### src/logic/hbcs_pkg.sv
// Package for the hub boot configuration sequencer: stages, straps, timings.
// Assumes both ends run on one clock, mclk, at 250 MHz.
// Summary of operation
// [RULE1] Reset low: standby, regulators and PLL off
// [RULE2] Reset release: hardware init, regulator, PLL lock
// [RULE3] Hardware init loads defaults, latches strap levels
// [RULE4] No bus service in hardware init
// [RULE5] Leave hardware init only with reference clock
// [RULE6] EEPROM straps: load EEPROM in merge stage
// [RULE7] Else pull lines low; pull-ups mean bus present
// [RULE8] Wait forever until host writes address 0xff
// [RULE9] Merge defaults, host and OTP settings, apply
// [RULE10] Configured: idle, suspend without VBUS or attach
// [RULE11] VBUS: charger detect if enabled, else attach
// [RULE12] Charger detect disabled: leave detect stage immediately
// [RULE13] Detection done: attach, then normal operation
// [RULE14] Stay normal; reset low returns to standby
// [RULE15] Soft disconnect holds attach stage until released
// [RULE16] No bus service in suspend unless awake
// [RULE17] Keep-awake set before suspend keeps bus service
// [RULE18] Straps 00 self powered, 10 bus powered
// [RULE19] Straps 11 with data high: EEPROM load
// [RULE20] Straps 01 data high: host; low invalid
// [RULE21] Bus configuration writes only before attach
// [RULE22] No bus, no EEPROM: merge using defaults
package hbcs_pkg;

  // Sequencer stages, Gray codes along the boot path
  typedef enum logic [3:0] {
    HBCS_STANDBY = 4'h0,
    HBCS_HARDWARE_INIT_STAGE = 4'h1,
    HBCS_FW_INIT = 4'h3,
    HBCS_EXT_SETUP = 4'h2,
    HBCS_MERGE = 4'h6,
    HBCS_IDLE = 4'h7,
    HBCS_SUSPEND = 4'h5,
    HBCS_CHG_DET = 4'h4,
    HBCS_ATTACH = 4'hc,
    HBCS_NORMAL = 4'hd,
    HBCS_INVALID = 4'hf
  } hbcs_stage_t;

  // Configuration method decoded from straps and data line
  typedef enum logic [2:0] {
    HBCS_M_SELF = 3'h0,
    HBCS_M_BUS_PWR = 3'h1,
    HBCS_M_EEPROM = 3'h3,
    HBCS_M_HOST = 3'h2,
    HBCS_M_BAD = 3'h6
  } hbcs_method_t;

  localparam logic [1:0] SEL_SELF = 2'h0;
  localparam logic [1:0] SEL_HOST = 2'h1;
  localparam logic [1:0] SEL_BUS_PWR = 2'h2;
  localparam logic [1:0] SEL_EEPROM = 2'h3;

  // Register address that ends host configuration
  localparam logic [7:0] CONFIG_DONE_TRIGGER = 8'hff;
  // Control register bits written by the host
  localparam logic [7:0] CTRL_REG = 8'h01;
  localparam int CTRL_KEEP_AWAKE = 0;
  localparam int CTRL_UP_CHG_EN = 1;
  localparam int CTRL_CHG_DET_EN = 2;
  localparam logic [7:0] CTRL_RESET = 8'h06;

  // Regulator settle and PLL lock wait, and detect line sample wait
  localparam int CLK_MHZ = 250;
  localparam int SETTLE_NS = 1000;
  localparam int SETTLE_CYC = (SETTLE_NS * CLK_MHZ + 999) / 1000;
  localparam int SENSE_NS = 200;
  localparam int SENSE_CYC = (SENSE_NS * CLK_MHZ + 999) / 1000;
  localparam int CNT_W = 12;

  // Decodes straps and data line into a method
  function automatic hbcs_method_t hbcs_decode(input logic [1:0] sel, input logic sda);
    hbcs_method_t m;
    m = HBCS_M_BAD;
    unique case (sel)
      SEL_SELF: m = HBCS_M_SELF;
      SEL_BUS_PWR: m = HBCS_M_BUS_PWR;
      SEL_EEPROM: m = sda ? HBCS_M_EEPROM : HBCS_M_BAD;
      SEL_HOST: m = sda ? HBCS_M_HOST : HBCS_M_BAD;
    endcase
    return m;
  endfunction

endpackage

### src/logic/hbcs_if.sv
// Interface joining the sequencer and the external host on the serial bus.
// Assumes the bench resolves the open-drain lines from the enables.
`timescale 1ns/100ps
interface hbcs_if;
  // Data and clock line levels seen by both ends
  logic sdaIn;
  logic sclIn;
  // Device weak pull-downs
  logic devSdaPullOe;
  logic devSclPullOe;
  // Host pull-ups fitted on the board
  logic hostPullUpOe;
  // Register write from host, one-cycle pulse
  logic wrValid;
  logic [7:0] wrAddr;
  logic [7:0] wrData;
  // Device accepts the write this cycle
  logic wrAck;
  // Device serves the bus
  logic busReady;

  modport device (
    input sdaIn, sclIn, wrValid, wrAddr, wrData,
    output devSdaPullOe, devSclPullOe, wrAck, busReady
  );
  modport host (
    input sdaIn, sclIn, wrAck, busReady,
    output hostPullUpOe, wrValid, wrAddr, wrData
  );
endinterface

### src/logic/hbcs_device.sv
// Boot and configuration sequencer of the hub.
// Assumes the host end keeps off the bus until busReady is high.
`timescale 1ns/100ps
module hbcs_device
  import hbcs_pkg::*;
(
  input wire logic mclk,
  input wire logic srst,
  input wire logic clkEn,
  input wire logic resetInN,
  input wire logic refClkPresent,
  input wire logic [1:0] cfgSel,
  input wire logic vbusDetect,
  input wire logic attachRequest,
  input wire logic softDisconnect,
  input wire logic usbSuspend,
  input wire logic chgDetDone,
  input wire logic eepromDone,
  hbcs_if.device bus,
  output hbcs_stage_t stage,
  output logic regulatorOn,
  output logic pllRun,
  output logic selfPowered,
  output logic eepromLoad,
  output logic chgDetStart,
  output logic [7:0] appliedCtrl
);

  // ----------------------------------------
  // State
  // ----------------------------------------
  hbcs_stage_t next_stage;
  hbcs_method_t method;
  logic [7:0] ctrlReg;
  logic [CNT_W-1:0] waitCnt;
  logic awakeAtSuspend;
  logic serveBus;
  logic busSeen;
  logic cfgOpen;
  logic waitDone;

  // ----------------------------------------
  // Decodes and bus service
  // ----------------------------------------
  assign waitDone = (waitCnt == '0);
  // Configuration writes only before attach
  assign cfgOpen = (stage == HBCS_EXT_SETUP); // RULE21
  // Bus service blocked in init and in suspend unless kept awake
  assign serveBus = (stage != HBCS_STANDBY) && (stage != HBCS_HARDWARE_INIT_STAGE) && // RULE4
    (stage != HBCS_FW_INIT) && ((stage != HBCS_SUSPEND) || awakeAtSuspend); // RULE16 RULE17
  assign bus.busReady = serveBus;
  assign bus.wrAck = serveBus && bus.wrValid;
  // Pull-ups overcome pull-downs
  assign busSeen = bus.sdaIn && bus.sclIn; // RULE7

  // ----------------------------------------
  // Stage sequencing
  // ----------------------------------------
  // Next stage
  always_comb begin
    next_stage = stage;
    unique case (stage)
      HBCS_STANDBY: next_stage = HBCS_HARDWARE_INIT_STAGE; // RULE2
      // PLL already running before firmware init starts
      HBCS_HARDWARE_INIT_STAGE: if (waitDone && refClkPresent && pllRun) next_stage = HBCS_FW_INIT; // RULE5 RULE2
      HBCS_FW_INIT: begin
        if (method == HBCS_M_EEPROM) next_stage = HBCS_MERGE; // RULE6 RULE19
        else if (method == HBCS_M_BAD) next_stage = HBCS_INVALID; // RULE20
        else if (waitDone) next_stage = busSeen ? HBCS_EXT_SETUP : HBCS_MERGE; // RULE7 RULE22
      end
      // No timeout while waiting for the host
      HBCS_EXT_SETUP: if (bus.wrValid && bus.wrAddr == CONFIG_DONE_TRIGGER) next_stage = HBCS_MERGE; // RULE8
      HBCS_MERGE: if (!eepromLoad || eepromDone) next_stage = HBCS_IDLE; // RULE9
      HBCS_IDLE, HBCS_SUSPEND: begin
        if (vbusDetect || attachRequest) next_stage = ctrlReg[CTRL_UP_CHG_EN] ? HBCS_CHG_DET : HBCS_ATTACH; // RULE11
        else next_stage = HBCS_SUSPEND; // RULE10
      end
      HBCS_CHG_DET: begin
        if (!ctrlReg[CTRL_CHG_DET_EN] || chgDetDone) next_stage = HBCS_ATTACH; // RULE12 RULE13
      end
      HBCS_ATTACH: if (!softDisconnect) next_stage = HBCS_NORMAL; // RULE13 RULE15
      HBCS_NORMAL: begin
        if (softDisconnect) next_stage = HBCS_ATTACH; // RULE15
        else if (usbSuspend && !vbusDetect) next_stage = HBCS_SUSPEND; // RULE14
      end
      HBCS_INVALID: next_stage = HBCS_INVALID;
      default: next_stage = HBCS_STANDBY;
    endcase
  end

  // ----------------------------------------
  // Stage register
  // ----------------------------------------
  // Stage register; reset pin low forces standby
  always_ff @(posedge mclk) begin
    if (srst) begin
      stage <= HBCS_STANDBY;
    end else if (clkEn) begin
      if (!resetInN) stage <= HBCS_STANDBY; // RULE1 RULE14
      else stage <= next_stage;
    end
  end

  // ----------------------------------------
  // Wait counter
  // ----------------------------------------
  // One counter for the settle and sense waits
  always_ff @(posedge mclk) begin
    if (srst) begin
      waitCnt <= CNT_W'(SETTLE_CYC);
    end else if (clkEn) begin
      if (stage == HBCS_STANDBY) waitCnt <= CNT_W'(SETTLE_CYC); // RULE2
      else if (stage == HBCS_HARDWARE_INIT_STAGE && next_stage == HBCS_FW_INIT) waitCnt <= CNT_W'(SENSE_CYC);
      else if (!waitDone) waitCnt <= waitCnt - 1'b1;
    end
  end

  // ----------------------------------------
  // Strap latch
  // ----------------------------------------
  // Straps latched and defaults loaded in hardware init
  always_ff @(posedge mclk) begin
    if (srst) begin
      method <= HBCS_M_SELF;
      selfPowered <= 1'b1;
    end else if (clkEn && stage == HBCS_HARDWARE_INIT_STAGE) begin
      method <= hbcs_decode(cfgSel, bus.sdaIn); // RULE3
      selfPowered <= (cfgSel != SEL_BUS_PWR); // RULE18
    end
  end

  // ----------------------------------------
  // Control register
  // ----------------------------------------
  // Control register: defaults, host writes while open
  always_ff @(posedge mclk) begin
    if (srst) begin
      ctrlReg <= CTRL_RESET;
    end else if (clkEn) begin
      if (stage == HBCS_STANDBY || stage == HBCS_HARDWARE_INIT_STAGE) ctrlReg <= CTRL_RESET; // RULE1 RULE3
      else if (cfgOpen && bus.wrValid && bus.wrAddr == CTRL_REG) ctrlReg <= bus.wrData; // RULE21
      else if (serveBus && stage != HBCS_SUSPEND && bus.wrValid && bus.wrAddr == CTRL_REG)
        ctrlReg[CTRL_KEEP_AWAKE] <= bus.wrData[CTRL_KEEP_AWAKE]; // RULE17
    end
  end

  // ----------------------------------------
  // Keep-awake capture
  // ----------------------------------------
  // Keep-awake captured on entry to suspend
  always_ff @(posedge mclk) begin
    if (srst) begin
      awakeAtSuspend <= 1'b0;
    end else if (clkEn && stage != HBCS_SUSPEND) begin
      awakeAtSuspend <= ctrlReg[CTRL_KEEP_AWAKE]; // RULE16 RULE17
    end
  end

  // ----------------------------------------
  // Applied configuration
  // ----------------------------------------
  // Merged configuration applied
  always_ff @(posedge mclk) begin
    if (srst) begin
      appliedCtrl <= 8'h00;
    end else if (clkEn) begin
      if (stage == HBCS_STANDBY) appliedCtrl <= 8'h00;
      else if (stage == HBCS_MERGE && next_stage == HBCS_IDLE) appliedCtrl <= ctrlReg; // RULE9
    end
  end

  // ----------------------------------------
  // Power controls
  // ----------------------------------------
  // Regulator follows the reset pin; PLL also needs the reference clock
  always_ff @(posedge mclk) begin
    if (srst) begin
      regulatorOn <= 1'b0;
      pllRun <= 1'b0;
    end else if (clkEn) begin
      regulatorOn <= resetInN && stage != HBCS_STANDBY; // RULE1 RULE2
      // Clock stops in suspend unless kept awake
      pllRun <= resetInN && stage != HBCS_STANDBY && refClkPresent && !(stage == HBCS_SUSPEND && !awakeAtSuspend);
    end
  end

  // ----------------------------------------
  // EEPROM load
  // ----------------------------------------
  // Load request held through the merge stage
  always_ff @(posedge mclk) begin
    if (srst) begin
      eepromLoad <= 1'b0;
    end else if (clkEn) begin
      eepromLoad <= (next_stage == HBCS_MERGE) && (method == HBCS_M_EEPROM); // RULE6
    end
  end

  // ----------------------------------------
  // Charger detection
  // ----------------------------------------
  // Detection started only when enabled
  always_ff @(posedge mclk) begin
    if (srst) begin
      chgDetStart <= 1'b0;
    end else if (clkEn) begin
      chgDetStart <= (next_stage == HBCS_CHG_DET) && ctrlReg[CTRL_CHG_DET_EN]; // RULE12
    end
  end

  // ----------------------------------------
  // Bus sense pull-downs
  // ----------------------------------------
  // Weak pull-downs while sensing for a bus
  always_ff @(posedge mclk) begin
    if (srst) begin
      bus.devSdaPullOe <= 1'b0;
      bus.devSclPullOe <= 1'b0;
    end else if (clkEn) begin
      bus.devSdaPullOe <= (stage == HBCS_FW_INIT) && (method != HBCS_M_EEPROM); // RULE7
      bus.devSclPullOe <= (stage == HBCS_FW_INIT) && (method != HBCS_M_EEPROM);
    end
  end

endmodule

### src/flat_wrapper.sv
// flat-port wrapper written by rule: the top's interface ports become plain ports
module hbcs_device_flat import hbcs_pkg::*;
  (mclk, srst, clkEn, resetInN, refClkPresent, cfgSel, vbusDetect, attachRequest, softDisconnect, usbSuspend, chgDetDone, eepromDone, stage, regulatorOn, pllRun, selfPowered, eepromLoad, chgDetStart, appliedCtrl, bus_sdaIn, bus_sclIn, bus_wrValid, bus_wrAddr, bus_wrData, bus_devSdaPullOe, bus_devSclPullOe, bus_wrAck, bus_busReady);
  hbcs_if bus_i ();
  input wire logic mclk;
  input wire logic srst;
  input wire logic clkEn;
  input wire logic resetInN;
  input wire logic refClkPresent;
  input wire logic [1:0] cfgSel;
  input wire logic vbusDetect;
  input wire logic attachRequest;
  input wire logic softDisconnect;
  input wire logic usbSuspend;
  input wire logic chgDetDone;
  input wire logic eepromDone;
  output hbcs_stage_t stage;
  output logic regulatorOn;
  output logic pllRun;
  output logic selfPowered;
  output logic eepromLoad;
  output logic chgDetStart;
  output logic [7:0] appliedCtrl;
  input wire logic [$bits(bus_i.sdaIn)-1:0] bus_sdaIn;
  input wire logic [$bits(bus_i.sclIn)-1:0] bus_sclIn;
  input wire logic [$bits(bus_i.wrValid)-1:0] bus_wrValid;
  input wire logic [$bits(bus_i.wrAddr)-1:0] bus_wrAddr;
  input wire logic [$bits(bus_i.wrData)-1:0] bus_wrData;
  output wire logic [$bits(bus_i.devSdaPullOe)-1:0] bus_devSdaPullOe;
  output wire logic [$bits(bus_i.devSclPullOe)-1:0] bus_devSclPullOe;
  output wire logic [$bits(bus_i.wrAck)-1:0] bus_wrAck;
  output wire logic [$bits(bus_i.busReady)-1:0] bus_busReady;
  assign bus_i.sdaIn = bus_sdaIn;
  assign bus_i.sclIn = bus_sclIn;
  assign bus_i.wrValid = bus_wrValid;
  assign bus_i.wrAddr = bus_wrAddr;
  assign bus_i.wrData = bus_wrData;
  assign bus_devSdaPullOe = bus_i.devSdaPullOe;
  assign bus_devSclPullOe = bus_i.devSclPullOe;
  assign bus_wrAck = bus_i.wrAck;
  assign bus_busReady = bus_i.busReady;
  hbcs_device u_core (.mclk(mclk), .srst(srst), .clkEn(clkEn), .resetInN(resetInN), .refClkPresent(refClkPresent), .cfgSel(cfgSel), .vbusDetect(vbusDetect), .attachRequest(attachRequest), .softDisconnect(softDisconnect), .usbSuspend(usbSuspend), .chgDetDone(chgDetDone), .eepromDone(eepromDone), .bus(bus_i), .stage(stage), .regulatorOn(regulatorOn), .pllRun(pllRun), .selfPowered(selfPowered), .eepromLoad(eepromLoad), .chgDetStart(chgDetStart), .appliedCtrl(appliedCtrl));
endmodule
### config.mk
export PLATFORM = sky130hd
export DESIGN_NAME = hbcs_device_flat
export DESIGN_NICKNAME = d
export VERILOG_FILES = /design/src/logic/hbcs_pkg.sv /design/src/logic/hbcs_if.sv /design/src/logic/hbcs_device.sv /design/src/flat_wrapper.sv
export SDC_FILE = /design/constraint.sdc
export NUM_CORES = 1
export LEC_CHECK = 0
export ABC_AREA = 1
export BUFFER_PORTS_ARGS = -buffer_cell sky130_fd_sc_hd__buf_2
export CAP_MARGIN = 20
export CORE_UTILIZATION = 42
export CTS_BUF_LIST = sky130_fd_sc_hd__clkbuf_16
export CTS_CLUSTER_DIAMETER = 120
export DETAILED_ROUTE_END_ITERATION = 6
export PLACE_DENSITY = 0.77
export SYNTH_ARGS = -nofsm -noshare
export SYNTH_HDL_FRONTEND = slang
export SYNTH_SLANG_ARGS = --single-unit
### constraint.sdc
create_clock -name mclk -period 1.55 [get_ports mclk]
set_input_delay 0.155 -clock mclk [delete_from_list [all_inputs] [get_ports mclk]]
set_output_delay 0.155 -clock mclk [all_outputs]
set_load 0.005 [all_outputs]
Yosys cells after proc, flatten, opt, wreduce, memory -nomap -nowiden
Cells that the tools add are included.
{"block": "classes", "n_mux": 27, "reduce_logical": 47, "n_addsub": 1, "eq_ne": 27}
{"op": "4-bit 2-to-1 mux", "count": 13}
{"op": "4-bit case mux with 10 select lines", "count": 1}
{"op": "12-bit 2-to-1 mux", "count": 3}
{"op": "4-bit by 3-bit == test with 1-bit output, second input constant", "count": 7}
{"op": "1-bit logical AND", "count": 25}
{"op": "8-bit 2-to-1 mux", "count": 3}
{"op": "4-bit by 2-bit == test with 1-bit output, second input constant", "count": 3}
{"op": "4-bit == test, second input constant", "count": 3}
{"op": "12-bit zero test", "count": 1}
{"op": "3-bit case mux with 4 select lines", "count": 1}
{"op": "12-bit by 1-bit subtractor with 12-bit output, second input constant", "count": 1}
{"op": "3-bit 2-to-1 mux", "count": 3}
{"op": "8-bit by 1-bit == test with 1-bit output, second input constant", "count": 1}
{"op": "8-bit == test, second input constant", "count": 1}
{"op": "2-bit AND reduction", "count": 4}
{"op": "7-bit 2-to-1 mux", "count": 1}
{"op": "1-bit zero test", "count": 5}
{"op": "1-bit logical OR", "count": 5}
{"op": "2-bit == test, second input constant", "count": 2}
{"op": "4-bit by 1-bit == test with 1-bit output, second input constant", "count": 1}
{"op": "4-bit zero test", "count": 1}
{"op": "4-bit by 1-bit != test with 1-bit output, second input constant", "count": 1}
{"op": "4-bit by 2-bit != test with 1-bit output, second input constant", "count": 1}
{"op": "4-bit by 3-bit != test with 1-bit output, second input constant", "count": 1}
{"op": "other kinds (12)", "count": 14}
{"block": "word_totals", "ff_bits": 42, "in_bits": 32}

Depth between registers and ports, before layout
{"block": "depth", "word_depth": 10, "depth_mapped": 12, "mapped_depth_nobuf": 12}

Least setup slack after synthesis
OpenSTA, ideal clock, no wires.
{"block": "synth_path", "path_kind": "register to register", "start": "register u_core.waitCnt[0]", "end": "register u_core.waitCnt[10]", "path_stages_with_launch": 8, "setup_slack_ns": 0.081, "t_arrival_ns": 1.345, "t_required_ns": 1.426, "path_cell_list": "dfxtp_1 inv_1 ha_1 inv_1 nor3_1 a21oi_1 a211oi_1 nor3b_2"}
{"block": "synth_between", "elab_chain_len": 9}
{"element": "from (decl)", "line_no": "hbcs_device.sv:35", "text": "logic [CNT_W-1:0] waitCnt;"}
{"element": "from (signal assigned)", "line_no": "hbcs_device.sv:110", "text": "waitCnt <= CNT_W'(SETTLE_CYC);"}
{"element": "from (signal assigned)", "line_no": "hbcs_device.sv:112", "text": "if (stage == HBCS_STANDBY) waitCnt <= CNT_W'(SETTLE_CYC);"}
{"element": "from (signal assigned)", "line_no": "hbcs_device.sv:113", "text": "else if (stage == HBCS_HARDWARE_INIT_STAGE && next_stage == HBCS_FW_INIT) waitCnt <= CNT_W'(SENSE_CYC);"}
{"element": "12-bit zero test", "line_no": "hbcs_device.sv:45", "text": "assign waitDone = (waitCnt == '0);"}
{"element": "4-bit 2-to-1 mux / 1-bit logical AND (equally long branches)", "line_no": "hbcs_device.sv:69, hbcs_device.sv:65"}
{"element": "4-bit 2-to-1 mux / 1-bit logical AND (equally long branches)", "line_no": "hbcs_device.sv:68, hbcs_device.sv:65"}
{"element": "4-bit 2-to-1 mux, on equally long branches", "line_no": "hbcs_device.sv:67, hbcs_device.sv:65"}
{"element": "4-bit case mux with 10 select lines", "line_no": "hbcs_device.sv:62", "text": "unique case (stage)"}
{"element": "4-bit by 2-bit == test with 1-bit output", "line_no": "hbcs_device.sv:113"}
{"element": "1-bit logical AND", "line_no": "hbcs_device.sv:113"}
{"element": "3-bit != test (no line) / 12-bit 2-to-1 mux (equally long branches)"}
{"element": "2-bit AND reduction (no line) / 12-bit 2-to-1 mux (equally long branches)"}
Several ways; a longest one is shown, not always the timed one. The select of a mux whose other input is x is not followed.
A chain may end at the register's enable or synchronous reset.

Worst setup path after layout
{"block": "layout_path", "start": "register u_core.waitCnt[1]", "end": "register u_core.waitCnt[2]"}
The elaborated chain is that of the path after synthesis.

==> flow_summary.ini <==
[floorplanning]
die_h_um = 76.3
initial_core_util = 0.446
row_count = 26
dieArea_mm2 = 0.00582
pin_count = 53
dieWidth_um = 76.3
coreArea_mm2 = 0.00520

[grt]
grt_max_degree = 17
grt_pass1_vias = 2266
grt_pass1_wl_um = 9980
overflow = 0
antenna_found_initial = 0
track_usage = 0.209

[synthesis]
syn_inst = 355
synth_largest_area_cell = dfxtp_1
synth_area_leaders = dfxtp_1 (36%), nand2_1 (14%), a21oi_1 (8.6%)
synth_top_area_share = 0.362
yosysWarnings = 0
ys_ff_latch = 42
synth.distinct_cells = 32
syn-cell-area_mm2 = 0.00232
yosysSeqAreaShare = 0.362
postSynthAreaPerCell_um2 = 6.53
synth_nets = 389

[finish]
fin_nets = 471
n_antenna_cell = 0
drive_above_1_share = 0.363
final_cells = 508
multi_input_area_mm2 = 0.00136
seqCellArea_um2 = 860
areaGrowthSynthToFinish_pct = 37.4
fillers = 494
postLayoutCellArea_mm2 = 0.00319

[clock_network]
clock-sinks = 42
hold_buffers = 0
root_buffer = clkbuf_16
clk-insertion-delay-late_ns = 0.29
cts_max_path_buffers = 2
htreeDepth = 2
cts_buffers = 5
tritoncts = done
clk_pin_slew_ns = 0.06

[worst_setup_path]
cp_max_fo = 8
required_ns = 1.76
startpoint_type = flop
rrSetupSlack_ns = -0.03
rr_startpoint = u_core.waitCnt[1]$_SDFFE_PP1P_
arrival_ns = 1.79
end_kind = flop
reg2reg_depth = 11
cp-endpoint = u_core.waitCnt[2]$_SDFFE_PP0P_
r2r_end = u_core.waitCnt[2]$_SDFFE_PP0P_
cp-startpoint = u_core.waitCnt[1]$_SDFFE_PP1P_
path_class = flop to flop

[place]
port_buffers = 52
numPlacedInstances = 489
place_hpwl_um = 4450
dpl_cell_area_mm2 = 0.00280
gp_congestion = 0.921

[pwr]
p_int_uw = 1850
leakage_uw = 0.00145
power_uw = 2500
sw_frac_of_total = 0.262
power.switching_uw = 657
p_comb_frac = 0.127
vdd_drop_max_mv = 0.536
power_frac_clock = 0.422
seqPwrFrac = 0.451
p_per_area_mw_per_mm2 = 785

[job]
cap_violations = 0

[sta]
worst_pin_slew_ns = 0.343
finalSetupTns_ns = -0.0494
hold_ws_ns = 0.0923
setup_viol = 3
maxClockFrequency_mhz = 633
final-max-slew-violation-count = 0
slew_headroom = 0.771
fin_crit_sh = 1.02
rsz0062_at_grt = yes
layout_setup_ws_ns = -0.0310
min_period_ns = 1.58
hold_viol = 0
skew_ns = 0.00408

[route]
drc = 0
first_iter_violations = 105
wl_um = 6040
wl_per_cell_um = 11.9
dr.pass1.iters = 4
vias_per_cell = 4.94
drtAntennaViolNets = 0
routed-via-count = 2508

[status]
violations = setup timing
outcome = finished with violations

[min_path]
hp-class = input pin to flop
## area by class of cell
| type | instances | share of cell area |
|---|---|---|
| repair buffers | 84 | 0.167 |
| clock inverters | 3 | 0.00785 |
| clock buffers | 5 | 0.0393 |
| multi-input cells | 256 | 0.426 |
| well taps | 70 | 0.0275 |
| inverters | 48 | 0.0620 |
| flip-flops and latches | 42 | 0.270 |
## metal layers
metal,share of wire,GRT usage
met1,0.46,0.272
met2,0.47,0.342
met3,0.054,0.0443
met4,0.019,0.0712
met5,0,0
## synth_stat cells
master,number
nand2_2,5
nand2_1,87
nor2_1,42
inv_4,2
clkbuf_1,5
inv_2,7
nand3_2,2
nor2_2,3
a2bb2oi_1,1
xor2_1,3
or2_1,1
nor3_1,3
o21bai_1,1
dfxtp_1,42
buf_4,1
nor3b_2,1
nand3_1,27
nand2_4,3
a21oi_4,1
nand4_1,6
o221ai_1,1
o211ai_1,1
a21oi_1,40
o21ai_1,6
o21ai_0,12
a31oi_1,2
inv_1,39
a211oi_1,3
ha_1,2
buf_2,2
nor2_4,3
buf_1,1
## power groups by stage
stage          sequential [µW]  clock (µW)  combinational, µW
2_1_floorplan             1140           0                163
3_3_place_gp              1150           0                277
3_5_place_dp              1150           0                280
4_1_cts                   1130        1070                283
5_1_grt                   1130        1120                353
6_report                  1130        1060                319
## cell usage in the layout (no fill, tap or decap), drive strengths merged, types with 2 or more instances in the layout
| master | count |
|---|---|
| a21oi | 41 |
| xor2 | 3 |
| a211oi | 3 |
| nand2 | 95 |
| nor2 | 48 |
| o21ai | 18 |
| nand4 | 6 |
| a31oi | 2 |
| inv | 49 |
| buf | 84 |
| nor3 | 3 |
| dfxtp | 42 |
| nand3 | 29 |
| ha | 2 |
| clkbuf | 5 |
## cells by family after synthesis
| logic type | count (synthesis) | synth area share |
|---|---|---|
| fa+ha+maj | 2 | 0.0108 |
| xor+xnor | 3 | 0.0113 |
| buf+inv | 57 | 0.0971 |
| compound gates | 68 | 0.161 |
| flops | 42 | 0.362 |
| simple gates | 183 | 0.357 |
## flip-flops by register name (all words and copies together), names as in the netlist, 3 cells and up
name / cells
u_core.appliedCtrl: 8
u_core.ctrlReg: 8
u_core.method: 3
u_core.stage: 4
u_core.waitCnt: 12
## critical path, stage by stage (launching register included)
cell     delay, ns
dfxtp_2       0.34
inv_2         0.06
ha_4          0.16
nand2_1       0.06
nor2_1        0.04
nand2_1       0.10
inv_2         0.07
nand2_4       0.11
nand2_4       0.07
a21oi_4       0.25
nand2_1       0.09
a31oi_1       0.16
## how the worst min path moves through the flow
stage	from	end	slack (ns)	cells after the start
after floorplan	cfgSel[1]	u_core.method[0]$_SDFFE_PP0P_	0.30	2
after global placement	bus_wrData[1]	u_core.ctrlReg[1]$_SDFFE_PP1P_	0.38	3
after detailed placement	bus_wrData[1]	u_core.ctrlReg[1]$_SDFFE_PP1P_	0.39	3
after CTS	bus_wrData[1]	u_core.ctrlReg[1]$_SDFFE_PP1P_	0.09	3
after global routing	bus_wrData[1]	u_core.ctrlReg[1]$_SDFFE_PP1P_	0.11	3
final	bus_wrData[1]	u_core.ctrlReg[1]$_SDFFE_PP1P_	0.09	3
## timing repair
action | CTS | global route
pin swaps | 3 | 25
endpoints found under the setup margin | 12 | 27
gates cloned | 0 | 0
buffers inserted | 1 | 10
gates resized for setup | 9 | 47
## per-stage QoR
stage	utilization	setup WS, ns
final	0.612	-0.0310
after global routing	0.612	-0.127
after CTS	0.570	-0.0143
after detailed placement	0.538	-0.0690
after global placement	0.538	0.00689
after floorplan	-	0.0808
No activity file was read; power rests on OpenSTA's default activity.
